--- src/verilog/scrb_defines.vh ---
/*
 register bank constants: command codes, field positions, reset values,
 bus address and watchdog timing.
 assumes inclusion by bare name from the design files.
*/
`ifndef SCRB_DEFINES_VH
`define SCRB_DEFINES_VH
`define SCRB_SLAVE_ADDR 7'h09
`define SCRB_CMD_CTRL_A 8'h12
`define SCRB_CMD_CHG_CUR 8'h14
`define SCRB_CMD_CHG_VLIM 8'h15
`define SCRB_CMD_STATE 8'h20
`define SCRB_CMD_THR_STATE 8'h21
`define SCRB_CMD_IN_LIMIT 8'h22
`define SCRB_CMD_VBUS_ADC 8'h23
`define SCRB_CMD_BATTERY_CURRENT_MONITOR_ADC 8'h24
`define SCRB_CMD_IIN_ADC 8'h25
`define SCRB_CMD_VSYS_ADC 8'h26
`define SCRB_CMD_CTRL_B 8'h30
`define SCRB_CMD_CTRL_C 8'h31
`define SCRB_CMD_CTRL_D 8'h32
`define SCRB_CMD_THR_A 8'h33
`define SCRB_CMD_THR_B 8'h34
`define SCRB_CMD_ADC_CFG 8'h35
`define SCRB_CMD_CTRL_E 8'h36
`define SCRB_CMD_REV_V 8'h3B
`define SCRB_CMD_REV_I 8'h3C
`define SCRB_CMD_VIN_FLOOR 8'h3D
`define SCRB_CMD_VSYS_FLOOR 8'h3E
`define SCRB_CMD_HOST_ILIM 8'h3F
`define SCRB_CMD_MAKER 8'hFE
`define SCRB_CMD_PART 8'hFF
`define SCRB_CTRL_A_RST 16'hE70E
`define SCRB_ZERO_RST 16'h0000
`define SCRB_B_LOWPWR 15
`define SCRB_B_WDT_HI 14
`define SCRB_B_WDT_LO 13
`define SCRB_B_ILIM_AUTO 12
`define SCRB_B_REV_PG 11
`define SCRB_B_AUDIO 10
`define SCRB_B_RATE 9
`define SCRB_B_RIPPLE 8
`define SCRB_B_SHORT_OFF 6
`define SCRB_B_CALDIS 5
`define SCRB_B_AGAIN 4
`define SCRB_B_BGAIN 3
`define SCRB_B_LDO 2
`define SCRB_B_IREG 1
`define SCRB_B_BLOCK 0
`define SCRB_WDT_S1 8'h05
`define SCRB_WDT_S2 8'h4D
`define SCRB_WDT_S3 8'h99
`define SCRB_CLK_HZ 100000000
`endif

--- src/verilog/scrb_sync.v ---
/*
 three flip-flop synchroniser for one pin; the output changes only once
 the second and third stages agree.
 assumes CLK domain; pin is asynchronous.
*/
`timescale 1ns/1ps
`default_nettype none
module scrb_sync
#(
  parameter INIT = 1'b1
)
(
  // clocking
  input wire clk,
  input wire rst_b,
  input wire ce,
  // pin and result
  input wire din,
  output reg dout
);
  reg s1_reg;
  reg s2_reg;
  reg s3_reg;

  always @(posedge clk or negedge rst_b)
  begin
    if (!rst_b)
    begin
      s1_reg <= INIT;
      s2_reg <= INIT;
      s3_reg <= INIT;
      dout <= INIT;
    end
    else if (ce)
    begin
      s1_reg <= din;
      s2_reg <= s1_reg;
      s3_reg <= s2_reg;
      // a stage-2/3 mismatch is a possible glitch, hold old value
      if (s2_reg == s3_reg)
        dout <= s3_reg;
    end
  end
endmodule
`default_nettype wire

--- src/verilog/scrb_top.v ---
/*
 SMBus slave register bank of a charge controller: word read and word
 write, control word A decoded to pins, watchdog on charge settings.
 assumes SCL and SDA are slow pins sampled by CLK; SDA is open drain.
*/
`timescale 1ns/1ps
`default_nettype none
`include "scrb_defines.vh"
module scrb_top
#(
  parameter TICKS_PER_S = `SCRB_CLK_HZ,
  parameter [15:0] MAKER_CODE = 16'h005A, // arbitrary value
  parameter [15:0] PART_CODE = 16'h00A5 // arbitrary value
)
(
  // clocking
  input wire CLK,
  input wire RST_B,
  input wire CE,
  // smbus pins
  input wire SCL_IN,
  input wire SDA_IN,
  output reg SDA_OUT,
  output reg SDA_OE,
  // device state
  input wire BATTERY_PRESENT_N_PIN,
  input wire ADAPTER_PRESENT,
  input wire REVERSE_MODE_ACTIVE,
  input wire [15:0] STATE_FLAGS_IN,
  input wire [15:0] STATE_FLAGS_RC,
  input wire [15:0] THR_FLAGS_IN,
  input wire [15:0] THR_FLAGS_RC,
  input wire [15:0] IN_LIMIT_IN,
  input wire [15:0] VBUS_ADC_IN,
  input wire [15:0] BATTERY_CURRENT_MONITOR_ADC_IN,
  input wire [15:0] IIN_ADC_IN,
  input wire [15:0] VSYS_ADC_IN,
  // decoded controls
  output reg GATE_DRIVE_SUPPLY_EN,
  output reg BATTERY_CURRENT_MONITOR_EN,
  output reg SYSTEM_POWER_MONITOR_EN,
  output reg ADC_EN,
  output reg POWER_GOOD_OUT,
  output reg AUDIO_BAND_AVOID,
  output reg SWITCH_RATE_SELECT,
  output reg BYPASS_RIPPLE_REDUCE,
  output reg SHORT_RETRY_OFF,
  output reg GAUGE_CALIBRATION_DISCHARGE,
  output reg ADAPTER_SENSE_GAIN,
  output reg BATTERY_SENSE_GAIN,
  output reg LINEAR_PRECHARGE_ENABLE,
  output reg INPUT_CURRENT_REGULATION_ON,
  output reg CHARGE_ENABLE,
  output reg WATCHDOG_SUSPENDED,
  output reg [15:0] CHARGE_CURRENT_OUT,
  output reg [15:0] CHARGE_VOLTAGE_OUT
);
  localparam [5:0] ST_IDLE = 6'h01;
  localparam [5:0] ST_RX = 6'h02;
  localparam [5:0] ST_ACK = 6'h04;
  localparam [5:0] ST_TX = 6'h08;
  localparam [5:0] ST_MACK = 6'h10;
  localparam [5:0] ST_SKIP = 6'h20;

  wire scl_s;
  wire sda_s;
  wire bat_n_s;
  wire wd_expired;
  reg scl_d_reg;
  reg sda_d_reg;
  reg bat_n_d_reg;
  reg [5:0] state_reg;
  reg [3:0] bit_reg;
  reg [7:0] shift_reg;
  reg [1:0] byte_reg;
  reg rd_dir_reg;
  reg [7:0] cmd_reg;
  reg [7:0] lo_reg;
  reg [15:0] tx_reg;
  integer n;
  reg [15:0] ctrl_a_reg;
  reg [15:0] chg_cur_reg;
  reg [15:0] chg_vlim_reg;
  reg [15:0] rw_reg [0:12];
  reg [15:0] st_hold_reg;
  reg [15:0] thr_hold_reg;
  reg [15:0] rd_data;
  reg [3:0] rw_idx;
  reg rw_hit;
  reg wd_restart_reg;
  reg suspend_reg;
  wire start_c;
  wire stop_c;
  wire scl_rise;
  wire scl_fall;
  wire bat_fall;

  scrb_sync #(.INIT(1'b1)) u_scl (.clk(CLK), .rst_b(RST_B), .ce(CE),
    .din(SCL_IN), .dout(scl_s));
  scrb_sync #(.INIT(1'b1)) u_sda (.clk(CLK), .rst_b(RST_B), .ce(CE),
    .din(SDA_IN), .dout(sda_s));
  scrb_sync #(.INIT(1'b1)) u_bat (.clk(CLK), .rst_b(RST_B), .ce(CE),
    .din(BATTERY_PRESENT_N_PIN), .dout(bat_n_s));

  scrb_wdog #(.TICKS_PER_S(TICKS_PER_S)) u_wdog (.clk(CLK), .rst_b(RST_B),
    .ce(CE), .sel(ctrl_a_reg[`SCRB_B_WDT_HI:`SCRB_B_WDT_LO]),
    .restart(wd_restart_reg), .expired(wd_expired));

  assign start_c = scl_s && scl_d_reg && sda_d_reg && !sda_s;
  assign stop_c = scl_s && scl_d_reg && !sda_d_reg && sda_s;
  assign scl_rise = scl_s && !scl_d_reg;
  assign scl_fall = !scl_s && scl_d_reg;
  assign bat_fall = bat_n_d_reg && !bat_n_s;

  ////////////////////////////////////////////////////////////////////////
  // general-purpose read/write registers kept as a small array
  always @*
  begin
    rw_hit = 1'b1;
    case (cmd_reg)
      `SCRB_CMD_CTRL_B: rw_idx = 4'h0;
      `SCRB_CMD_CTRL_C: rw_idx = 4'h1;
      `SCRB_CMD_CTRL_D: rw_idx = 4'h2;
      `SCRB_CMD_THR_A: rw_idx = 4'h3;
      `SCRB_CMD_THR_B: rw_idx = 4'h4;
      `SCRB_CMD_ADC_CFG: rw_idx = 4'h5;
      `SCRB_CMD_CTRL_E: rw_idx = 4'h6;
      `SCRB_CMD_REV_V: rw_idx = 4'h7;
      `SCRB_CMD_REV_I: rw_idx = 4'h8;
      `SCRB_CMD_VIN_FLOOR: rw_idx = 4'h9;
      `SCRB_CMD_VSYS_FLOOR: rw_idx = 4'hA;
      `SCRB_CMD_HOST_ILIM: rw_idx = 4'hB;
      default:
      begin
        rw_idx = 4'hC;
        rw_hit = 1'b0;
      end
    endcase
  end

  always @*
  begin
    case (cmd_reg)
      `SCRB_CMD_CTRL_A: rd_data = ctrl_a_reg;
      `SCRB_CMD_CHG_CUR: rd_data = chg_cur_reg;
      `SCRB_CMD_CHG_VLIM: rd_data = chg_vlim_reg;
      `SCRB_CMD_STATE: rd_data = STATE_FLAGS_IN | st_hold_reg;
      `SCRB_CMD_THR_STATE: rd_data = THR_FLAGS_IN | thr_hold_reg;
      `SCRB_CMD_IN_LIMIT: rd_data = IN_LIMIT_IN;
      `SCRB_CMD_VBUS_ADC: rd_data = VBUS_ADC_IN;
      `SCRB_CMD_BATTERY_CURRENT_MONITOR_ADC: rd_data = BATTERY_CURRENT_MONITOR_ADC_IN;
      `SCRB_CMD_IIN_ADC: rd_data = IIN_ADC_IN;
      `SCRB_CMD_VSYS_ADC: rd_data = VSYS_ADC_IN;
      `SCRB_CMD_MAKER: rd_data = MAKER_CODE;
      `SCRB_CMD_PART: rd_data = PART_CODE;
      default: rd_data = rw_hit ? rw_reg[rw_idx] : `SCRB_ZERO_RST;
    endcase
  end

  ////////////////////////////////////////////////////////////////////////
  // bus engine and register writes
  always @(posedge CLK or negedge RST_B)
  begin
    if (!RST_B)
    begin
      scl_d_reg <= 1'b1;
      sda_d_reg <= 1'b1;
      bat_n_d_reg <= 1'b1;
      state_reg <= ST_IDLE;
      bit_reg <= 4'h0;
      shift_reg <= 8'h00;
      byte_reg <= 2'h0;
      rd_dir_reg <= 1'b0;
      cmd_reg <= 8'h00;
      lo_reg <= 8'h00;
      tx_reg <= 16'h0000;
      for (n = 0; n < 13; n = n + 1)
        rw_reg[n] <= `SCRB_ZERO_RST;
      ctrl_a_reg <= `SCRB_CTRL_A_RST;
      chg_cur_reg <= `SCRB_ZERO_RST;
      chg_vlim_reg <= `SCRB_ZERO_RST;
      st_hold_reg <= `SCRB_ZERO_RST;
      thr_hold_reg <= `SCRB_ZERO_RST;
      wd_restart_reg <= 1'b0;
      suspend_reg <= 1'b0;
      SDA_OUT <= 1'b0;
      SDA_OE <= 1'b0;
    end
    else if (CE)
    begin
      scl_d_reg <= scl_s;
      sda_d_reg <= sda_s;
      bat_n_d_reg <= bat_n_s;
      wd_restart_reg <= 1'b0;
      // capture clear-on-read events; set wins over read clear
      st_hold_reg <= st_hold_reg | STATE_FLAGS_RC;
      thr_hold_reg <= thr_hold_reg | THR_FLAGS_RC;
      if (wd_expired)
      begin
        chg_cur_reg <= `SCRB_ZERO_RST;
        suspend_reg <= 1'b1;
      end
      if (bat_fall && ctrl_a_reg[`SCRB_B_ILIM_AUTO])
        ctrl_a_reg[`SCRB_B_IREG] <= 1'b0;
      if (bat_fall)
        ctrl_a_reg[`SCRB_B_CALDIS] <= 1'b0;
      if (start_c)
      begin
        // start and repeated start both restart the address
        state_reg <= ST_RX;
        bit_reg <= 4'h0;
        byte_reg <= 2'h0;
        SDA_OE <= 1'b0;
      end
      else if (stop_c)
      begin
        state_reg <= ST_IDLE;
        SDA_OE <= 1'b0;
      end
      else
      begin
        case (state_reg)
          ST_RX:
          begin
            if (scl_rise)
            begin
              shift_reg <= {shift_reg[6:0], sda_s};
              bit_reg <= bit_reg + 4'h1;
            end
            else if (scl_fall && bit_reg == 4'h8)
            begin
              bit_reg <= 4'h0;
              state_reg <= ST_ACK;
              if (byte_reg == 2'h0)
              begin
                if (shift_reg[7:1] != `SCRB_SLAVE_ADDR)
                  state_reg <= ST_SKIP;
                // only a read of that word clears its flags
                else if (shift_reg[0] && cmd_reg == `SCRB_CMD_STATE)
                  st_hold_reg <= STATE_FLAGS_RC;
                else if (shift_reg[0] && cmd_reg == `SCRB_CMD_THR_STATE)
                  thr_hold_reg <= THR_FLAGS_RC;
                rd_dir_reg <= shift_reg[0];
                tx_reg <= rd_data;
                byte_reg <= 2'h1;
              end
              else if (byte_reg == 2'h1)
              begin
                cmd_reg <= shift_reg;
                byte_reg <= 2'h2;
              end
              else if (byte_reg == 2'h2)
              begin
                lo_reg <= shift_reg;
                byte_reg <= 2'h3;
              end
              else
              begin
                if (cmd_reg == `SCRB_CMD_CTRL_A)
                begin
                  ctrl_a_reg <= {shift_reg, lo_reg};
                  wd_restart_reg <= 1'b1;
                end
                else if (cmd_reg == `SCRB_CMD_CHG_CUR ||
                         cmd_reg == `SCRB_CMD_CHG_VLIM)
                begin
                  if (cmd_reg == `SCRB_CMD_CHG_CUR)
                    chg_cur_reg <= {shift_reg, lo_reg};
                  else
                    chg_vlim_reg <= {shift_reg, lo_reg};
                  // restart and resume on new values
                  wd_restart_reg <= 1'b1;
                  suspend_reg <= 1'b0;
                end
                else if (rw_hit)
                  rw_reg[rw_idx] <= {shift_reg, lo_reg};
                byte_reg <= 2'h0;
              end
              SDA_OUT <= 1'b0;
              SDA_OE <= shift_reg[7:1] == `SCRB_SLAVE_ADDR ||
                byte_reg != 2'h0;
            end
          end
          ST_ACK:
          begin
            if (scl_fall)
            begin
              if (rd_dir_reg && byte_reg == 2'h1)
              begin
                state_reg <= ST_TX;
                SDA_OUT <= 1'b0;
                SDA_OE <= ~tx_reg[7];
                tx_reg <= {tx_reg[15:8], tx_reg[6:0], 1'b0};
                bit_reg <= 4'h1;
              end
              else
              begin
                state_reg <= ST_RX;
                SDA_OE <= 1'b0;
              end
            end
          end
          ST_TX:
          begin
            if (scl_fall)
            begin
              if (bit_reg == 4'h8)
              begin
                state_reg <= ST_MACK;
                SDA_OE <= 1'b0;
                bit_reg <= 4'h0;
              end
              else
              begin
                SDA_OE <= ~tx_reg[7];
                tx_reg <= {tx_reg[15:8], tx_reg[6:0], 1'b0};
                bit_reg <= bit_reg + 4'h1;
              end
            end
          end
          ST_MACK:
          begin
            // master ack continues, nack ends the word
            if (scl_rise)
              shift_reg[0] <= sda_s;
            else if (scl_fall)
            begin
              if (!shift_reg[0] && byte_reg == 2'h1)
              begin
                byte_reg <= 2'h2;
                state_reg <= ST_TX;
                SDA_OE <= ~tx_reg[15];
                tx_reg <= {8'h00, tx_reg[14:8], 1'b0};
                bit_reg <= 4'h1;
              end
              else
                state_reg <= ST_SKIP;
            end
          end
          ST_SKIP:
            SDA_OE <= 1'b0;
          default:
            state_reg <= ST_IDLE;
        endcase
      end
    end
  end

  ////////////////////////////////////////////////////////////////////////
  // decoded control outputs
  always @(posedge CLK or negedge RST_B)
  begin
    if (!RST_B)
    begin
      GATE_DRIVE_SUPPLY_EN <= 1'b1;
      BATTERY_CURRENT_MONITOR_EN <= 1'b1;
      SYSTEM_POWER_MONITOR_EN <= 1'b1;
      ADC_EN <= 1'b1;
      POWER_GOOD_OUT <= 1'b0;
      AUDIO_BAND_AVOID <= 1'b1;
      SWITCH_RATE_SELECT <= 1'b1;
      BYPASS_RIPPLE_REDUCE <= 1'b1;
      SHORT_RETRY_OFF <= 1'b0;
      GAUGE_CALIBRATION_DISCHARGE <= 1'b0;
      ADAPTER_SENSE_GAIN <= 1'b0;
      BATTERY_SENSE_GAIN <= 1'b1;
      LINEAR_PRECHARGE_ENABLE <= 1'b1;
      INPUT_CURRENT_REGULATION_ON <= 1'b1;
      CHARGE_ENABLE <= 1'b0;
      WATCHDOG_SUSPENDED <= 1'b0;
      CHARGE_CURRENT_OUT <= 16'h0000;
      CHARGE_VOLTAGE_OUT <= 16'h0000;
    end
    else if (CE)
    begin
      GATE_DRIVE_SUPPLY_EN <= !(ctrl_a_reg[`SCRB_B_LOWPWR] &&
        !ADAPTER_PRESENT);
      BATTERY_CURRENT_MONITOR_EN <= !(ctrl_a_reg[`SCRB_B_LOWPWR] &&
        !ADAPTER_PRESENT);
      SYSTEM_POWER_MONITOR_EN <= !(ctrl_a_reg[`SCRB_B_LOWPWR] &&
        !ADAPTER_PRESENT);
      ADC_EN <= !(ctrl_a_reg[`SCRB_B_LOWPWR] && !ADAPTER_PRESENT);
      POWER_GOOD_OUT <= ctrl_a_reg[`SCRB_B_REV_PG] && REVERSE_MODE_ACTIVE;
      AUDIO_BAND_AVOID <= ctrl_a_reg[`SCRB_B_AUDIO];
      SWITCH_RATE_SELECT <= ctrl_a_reg[`SCRB_B_RATE];
      BYPASS_RIPPLE_REDUCE <= ctrl_a_reg[`SCRB_B_RIPPLE];
      SHORT_RETRY_OFF <= ctrl_a_reg[`SCRB_B_SHORT_OFF];
      GAUGE_CALIBRATION_DISCHARGE <= ctrl_a_reg[`SCRB_B_CALDIS];
      ADAPTER_SENSE_GAIN <= ctrl_a_reg[`SCRB_B_AGAIN];
      BATTERY_SENSE_GAIN <= ctrl_a_reg[`SCRB_B_BGAIN];
      LINEAR_PRECHARGE_ENABLE <= ctrl_a_reg[`SCRB_B_LDO];
      INPUT_CURRENT_REGULATION_ON <= ctrl_a_reg[`SCRB_B_IREG];
      // charge only when unblocked with valid settings
      CHARGE_ENABLE <= !ctrl_a_reg[`SCRB_B_BLOCK] && !suspend_reg &&
        chg_cur_reg != 16'h0000 && chg_vlim_reg != 16'h0000;
      WATCHDOG_SUSPENDED <= suspend_reg;
      CHARGE_CURRENT_OUT <= chg_cur_reg;
      CHARGE_VOLTAGE_OUT <= chg_vlim_reg;
    end
  end
endmodule
`default_nettype wire

--- src/verilog/scrb_wdog.v ---
/*
 supervision watchdog: counts one-second ticks up to the selected limit
 and pulses expired once.
 assumes a restart pulse from the register bank on qualifying writes.
*/
`timescale 1ns/1ps
`default_nettype none
`include "scrb_defines.vh"
module scrb_wdog
#(
  parameter TICKS_PER_S = `SCRB_CLK_HZ
)
(
  // clocking
  input wire clk,
  input wire rst_b,
  input wire ce,
  // control
  input wire [1:0] sel,
  input wire restart,
  output reg expired
);
  reg [31:0] pre_reg;
  reg [7:0] sec_reg;
  reg [7:0] limit;
  reg done_reg;

  always @*
  begin
    case (sel)
      2'h1: limit = `SCRB_WDT_S1;
      2'h2: limit = `SCRB_WDT_S2;
      2'h3: limit = `SCRB_WDT_S3;
      default: limit = 8'h00;
    endcase
  end

  always @(posedge clk or negedge rst_b)
  begin
    if (!rst_b)
    begin
      pre_reg <= 32'h00000000;
      sec_reg <= 8'h00;
      done_reg <= 1'b0;
      expired <= 1'b0;
    end
    else if (ce)
    begin
      expired <= 1'b0;
      if (restart || sel == 2'h0)
      begin
        pre_reg <= 32'h00000000;
        sec_reg <= 8'h00;
        done_reg <= 1'b0;
      end
      else if (!done_reg)
      begin
        if (pre_reg == TICKS_PER_S - 1)
        begin
          pre_reg <= 32'h00000000;
          sec_reg <= sec_reg + 8'h01;
          if (sec_reg + 8'h01 == limit)
          begin
            done_reg <= 1'b1;
            expired <= 1'b1;
          end
        end
        else
          pre_reg <= pre_reg + 32'h00000001;
      end
    end
  end
endmodule
`default_nettype wire
--- config.mk ---
export PLATFORM = sky130hd
export DESIGN_NAME = scrb_top
export DESIGN_NICKNAME = d
export VERILOG_FILES = /design/src/verilog/scrb_sync.v /design/src/verilog/scrb_top.v /design/src/verilog/scrb_wdog.v
export VERILOG_INCLUDE_DIRS = /design/src /design/src/verilog
export SDC_FILE = /design/constraint.sdc
export NUM_CORES = 1
export LEC_CHECK = 0
export ABC_AREA = 1
export BUFFER_PORTS_ARGS = -buffer_cell sky130_fd_sc_hd__buf_2
export CORE_MARGIN = 2
export CORE_UTILIZATION = 45
export DETAILED_ROUTE_END_ITERATION = 8
export GPL_ROUTABILITY_DRIVEN = 0
export SLEW_MARGIN = 20
export SYNTH_ARGS = -nofsm -noshare
export SYNTH_HDL_FRONTEND = slang
export SYNTH_SLANG_ARGS = --single-unit
--- constraint.sdc ---
create_clock -name CLK -period 3.62 [get_ports CLK]
set_input_delay 0.543 -clock CLK [delete_from_list [all_inputs] [get_ports CLK]]
set_output_delay 0.543 -clock CLK [all_outputs]
set_load 0.03 [all_outputs]
# == Word level (Yosys, flattened, before mapping) ==
# Cells that the tools add are included.
# totals
ff_bits,447
# classes
add_sub_neg,3
magnitude_cmp,2
n_eq_ne,74
mux,152
bitwise,18
n_reduce_logical,66
# ops
cell,count
16-bit 2-to-1 mux,39
208-bit bitwise mux,1
16-bit one-hot mux with 12 select lines,1
"8-bit by 6-bit equality test with 1-bit output, second input constant",19
6-bit 2-to-1 mux,21
32-bit 2-to-1 mux,3
16-bit binary-select mux with 4-bit select,1
16-bit demux with 4-bit select,1
16-bit bitwise OR,4
16-bit one-hot mux with 4 select lines,1
8-bit 2-to-1 mux,7
4-bit 2-to-1 mux,12
4-bit one-hot mux with 12 select lines,1
1-bit 2-to-1 mux,47
"4-bit != test, second input constant",9
12-bit AND reduction,3
"32-bit by 1-bit adder with 32-bit output, second input constant",1
"32-bit by 27-bit equality test with 1-bit output, second input constant",1
16-bit nonzero test,2
6-bit one-hot mux with 5 select lines,1
"2-bit != test, second input constant",14
"3-bit != test, second input constant",9
9-bit AND reduction,3
"8-bit by 5-bit equality test with 1-bit output, second input constant",3
43 further kinds,111

# == Logic depth before layout (Yosys ltp) ==
# logic_depth
word_depth,13
ltp_mapped,18
depth_no_buf,15

# == Hierarchy ==
# Synthesis repeated with hierarchy kept, for this count alone.
# unflattened
hier_cells,2858
hier_area_um2,21944.8
# modules_own_cells
mod,instances,cells_each,area_each_um2,seq_area_each_um2
scrb_top,1,2393,18571.6,9459.1
scrb_wdog,1,405,2866.5,1051.0
scrb_sync,3,20,168.9,105.1

# == Worst setup path before layout ==
# No wires, ideal clock.
# synth_timing
kind,flip-flop to flip-flop
from,register ctrl_a_reg[13]
to,register u_wdog.sec_reg[2]
arrival_ns,2.157
setup_slack_ns,1.332
stages_incl_launch_ff,11
period_less_slack_ns,2.288
path_cell_list,dfstp_2 > inv_1 > ha_1 > or2_2 > o21ai_2 > clkinv_1 > nand2_1 > inv_1 > buf_2 > nand2_1 > o21ai_0
# synth_via
elab_chain_cells,4
# synth_rtl
element,line,rtl
from (decl),scrb_top.v:81,reg [15:0] ctrl_a_reg;
from (signal assigned),scrb_top.v:179,ctrl_a_reg <= `SCRB_CTRL_A_RST;
from (signal assigned),scrb_top.v:261,"ctrl_a_reg <= {shift_reg, lo_reg};"
2-bit zero test (*),scrb_wdog.v:50,if (restart || sel == 2'h0)
1-bit logical OR (*),scrb_wdog.v:50,
2-bit != test (no line) / 2-bit nonzero test (equally long branches),n/a,
3-bit AND reduction (no line),n/a,
to (signal assigned),scrb_wdog.v:61,sec_reg <= sec_reg + 8'h01;
to (decl),scrb_wdog.v:24,reg [7:0] sec_reg;
# Mark *: on every way between the ends. The rest lies on a longest branch, timed or not.
# A chain may end at the register's enable or synchronous reset.

# == Final worst setup path ==
# layout_timing
from,register cmd_reg[2]
to,register tx_reg[10]
# layout_via
elab_chain_cells,12
# layout_rtl
element,line,rtl
from (decl),scrb_top.v:77,reg [7:0] cmd_reg;
from (signal assigned),scrb_top.v:249,cmd_reg <= shift_reg;
8-bit by 6-bit equality test with 1-bit output,scrb_top.v:120,case (cmd_reg)
4-bit one-hot mux with 12 select lines,scrb_top.v:120,
4-bit inverter with 5-bit output (not written as such),scrb_top.v:156,default: rd_data = rw_hit ? rw_reg[rw_idx] : `SCRB_ZERO_RST;
16-bit binary-select mux with 4-bit select,scrb_top.v:156,
16-bit 2-to-1 mux (not written as such) (2 in series),scrb_top.v:156,
16-bit 2-to-1 mux (no line),n/a,
16-bit one-hot mux with 12 select lines (*),scrb_top.v:143,case (cmd_reg)
16-bit 2-to-1 mux (*),scrb_top.v:234,if (byte_reg == 2'h0)
16-bit 2-to-1 mux (*),scrb_top.v:230,else if (scl_fall && bit_reg == 4'h8)
16-bit 2-to-1 mux (*),scrb_top.v:225,if (scl_rise)
16-bit one-hot mux with 4 select lines (*),scrb_top.v:222,case (state_reg)
to (signal assigned),scrb_top.v:244,tx_reg <= rd_data;
to (signal assigned),scrb_top.v:293,"tx_reg <= {tx_reg[15:8], tx_reg[6:0], 1'b0};"
to (signal assigned),scrb_top.v:316,"tx_reg <= {tx_reg[15:8], tx_reg[6:0], 1'b0};"
to (decl),scrb_top.v:79,reg [15:0] tx_reg;
# Mark *: on every way between the ends. The rest lies on a longest branch, timed or not. The select of a mux whose other input is x is not followed.

==> summary.txt <==
Outcome
  – Status: complete, no violations

Route
  – Routed wire per std cell: roughly 19 um
  – Vias per cell: 5.49
  – Detailed-route DRC error count: 0
  – TritonRoute pass-1 iters: 6
  – Via count: between 15,000 and 20,000
  – DRT Wirelength: a little under 70,000 um
  – Final antenna-violating net count: 0
  – 1st-iter DRT viols: roughly 1,800

Critical path
  – R2R setup slack: between 0.4 and 0.5 ns
  – Required @ worst endpoint: roughly 4.1 ns
  – Bufs and invs on worst path: 3
  – Critical path arrival: 3.67 ns
  – Peak fanout along the critical path: 16
  – Reg2reg end: tx_reg[10]
  – Slowest-stage cell, CP: nor2_1
  – Family with the most delay on the worst path: simple AND/OR/NAND/NOR gates
  – Setup CP Type: flop to flop
  – Max stage delay on crit path: between 0.8 and 0.9 ns
  – Crit path from: cmd_reg[2]
  – Critical path startpoint category: flop
  – Cells along the critical path: inv_2, nor2_8, nand2_1, nor2_1, buf_4, nor2_1, nand2_1, nor2_1, buf_4, nor2_1, a21oi_1, nand2_1, nand2_1
  – CP endpoint kind: flop
  – Reg2reg start: cmd_reg[2]
  – Worst R2R Path Depth: 13

Pwr
  – Leak pwr: around 0.011 uW
  – Combinational power share: between 10% and 20%
  – Sw frac: 27.5%
  – PwrDens: 441 nW/um2
  – P_int: between 7000 and 8000 uW
  – P_sw: just over 3000 uW
  – Peak supply drop: 339 uV
  – Sequential fraction of design power: 46.1%
  – Power share of the clock group: 42.7%

GRT
  – First-pass GRT wire length: about 110,000 um
  – Vias in the first global route: between 15,000 and 20,000
  – Initial antenna violation count: 1
  – Global route overflow: 0
  – Global-route usage over all layers: 27.3%
  – Largest net degree at the start of global routing: 84

Synthesis
  – Synth top area share: a little under half
  – Number of flops mapped to enable cells by yosys: 0
  – Mapped Avg Cell Area: ~8 um2
  – Syn nets: just under 3,000
  – Post-synth top flop: dfrtp_1
  – Post-synthesis async set-or-reset flop share: between 90% and 100%
  – Area of the mapped netlist: around 22,000 um2
  – Top cells by count, synth: nand2_1 (802), dfrtp_1 (398), o21ai_0 (307), nor2_1 (274), inv_1 (240)
  – Sequential share of the synthesized area: between 40% and 50%
  – Synth cell types: a little over 60
  – Synth area leader: dfrtp_1
  – Leading post-synthesis cells by cell area: dfrtp_1 (45%), nand2_1 (14%), o21ai_0 (7.0%), nor2_1 (4.7%), inv_1 (4.1%)
  – Synthesized instance count: roughly 2,800
  – Count leader, synth: nand2_1
  – Flops & latches, synth: 430
  – Yosys warnings: 0

Clocking
  – CTS buffer count: 47
  – # clock sinks: 430
  – Clock transition at the registers of the reported paths: around 0.060 ns
  – PostCTS Resize Cnt: 0
  – Worst-Skew Late Latency: just under 0.6 ns
  – Total setup buffers inserted after CTS: 0
  – Max Root-Sink Buffers: 3
  – CTS tree: done
  – H-tree Lvls: 2
  – Root buffer cell: clkbuf_16

Finish
  – Max reg flops: between 150 and 200
  – Diodes inserted: 0
  – Final instance area: 24,900 um2
  – Layout cells sized above 1: between 10% and 20%
  – Area growth, synth to finish: 13.1%
  – # fillers: 4,739
  – Nets: 3,085

STA
  – Slew margin rel.: between 20% and 30%
  – Tcrit/Tclk final: between 80% and 90%
  – Final setup viols: 0
  – Max Freq: about 310 MHz
  – Slew Limit Fails: 0
  – Total Neg Setup Slack: 0 ns
  – Worst Tran Pin Value: approximately 1.1 ns
  – Final hold vios: 0
  – RSZ-0062 raised after global routing: false
  – Clock skew: approximately 0.026 ns
  – Final min period: ~3.2 ns

Place
  – Port Buffers: 200
  – Placed cell areas: 23,400 um2
  – Hpwl dp: between 40,000 and 50,000 um

Floorplanning
  – Die height: roughly 230 um
  – Core area: 48,500 um2
  – Initial Util: between 40% and 50%
  – # IOs: ~200
  – Chip width: ~230 um
  – Die area: ~51,000 um2
  – Floorplan row count: 81

Hold path
  – Hold wc startpoint: BATTERY_PRESENT_N_PIN
  – Hold EP: u_bat.s1_reg
  – WHS Path Cells: 3
  – Min-Delay Path Class: input pin to flop

Job
  – Max Cap Viol: 0
## per-layer routing
layer,share of wire (%),vias to the layer above,track usage [%]
met5,0,-,0
met4,4.2,0,11.1
met3,7.2,142,4.81
met2,45,785,42.5
met1,44,9396,37.8
li1,-,9322,-
## how the worst max path moves through the flow
stage | endpoint | slack, ns | depth (start not counted)
after floorplan | u_wdog.sec_reg[2] | 1.33 | 10
after global placement | tx_reg[10] | 0.58 | 13
after detailed placement | tx_reg[10] | 0.51 | 13
after CTS | tx_reg[10] | 0.49 | 13
after global routing | tx_reg[15] | 0.32 | 11
final | tx_reg[10] | 0.44 | 13
## power groups by stage
stage               registers [uW]  clock network, uW  logic (uW)
floorplan                     5190                  0         611
global placement              5150                  0        1190
detailed placement            5150                  0        1200
CTS                           5070               4790        1210
global route                  5080               4990        1350
finish                        5070               4690        1220
## placed cells by master, fill, tap and decap left out, drive strengths merged, types with 2 or more instances in the layout
cell	count
a21boi	2
a21oi	60
a22o	2
a22oi	7
a31oi	5
buf	245
clkbuf	75
clkinv	7
clkinvlp	2
dfrtp	398
dfstp	32
ha	11
inv	254
nand2	806
nand3	88
nand3b	13
nand4	51
nor2	282
nor3	35
nor3b	2
nor4	11
o2111ai	12
o211ai	8
o21ai	468
o21bai	13
o221ai	3
o22ai	24
o311ai	2
o31ai	3
or2	5
xnor2	4
xor2	16
## area by class of cell
cell class	instances	area (um2)	share of cell area, %
Clock buffer	75	1370	5.51
Sequential cell	430	10800	43.4
Tap cell	622	778	3.13
Multi-Input combinational cell	1943	9440	37.9
Timing Repair Buffer	246	1420	5.71
Inverter	254	956	3.84
Clock inverter	10	121	0.488
## through the flow
stage	total power, uW	setup slack, ns	util [%]	hold WS (ns)	cells
floorplan	5800	1.33	-	0.247	2772
global placement	6340	0.581	48.2	0.451	3494
detailed placement	6350	0.513	48.2	0.453	3494
CTS	11100	0.494	51.3	0.145	3580
global route	11400	0.324	51.3	0.166	3580
finish	11000	0.441	51.3	0.165	3580
## cells by family (layout without fill, tap and decap cells)
| group | after synthesis | in the layout | synth area share (%) |
|---|---|---|---|
| AND/OR/NAND/NOR | 1296 | 1296 | 25.2 |
| AO/OA/AOI/OAI | 614 | 614 | 16.1 |
| flip-flops | 430 | 430 | 49.1 |
| buffers and inverters | 399 | 585 | 8.16 |
| XOR/XNOR | 20 | 20 | 0.831 |
| adder cells (fa/ha/maj) | 11 | 11 | 0.626 |
| other | 1 | 1 | 0.0171 |
| multiplexers | 1 | 1 | 0.0455 |
## worst reg2reg max path, delay by kind of cell (launching register included)
family / cells / cell delay [ns]
buffers and inverters: 3 / 0.74
AND/OR/NAND/NOR: 9 / 1.61
AO/OA/AOI/OAI: 1 / 0.16
flip-flops: 1 / 0.57
## repair_timing
item,in CTS,in global routing
endpoints found under the hold margin,33,0
endpoints found under the setup margin,0,0
hold buffers,1,0
(Power assumes the default switching activity.)
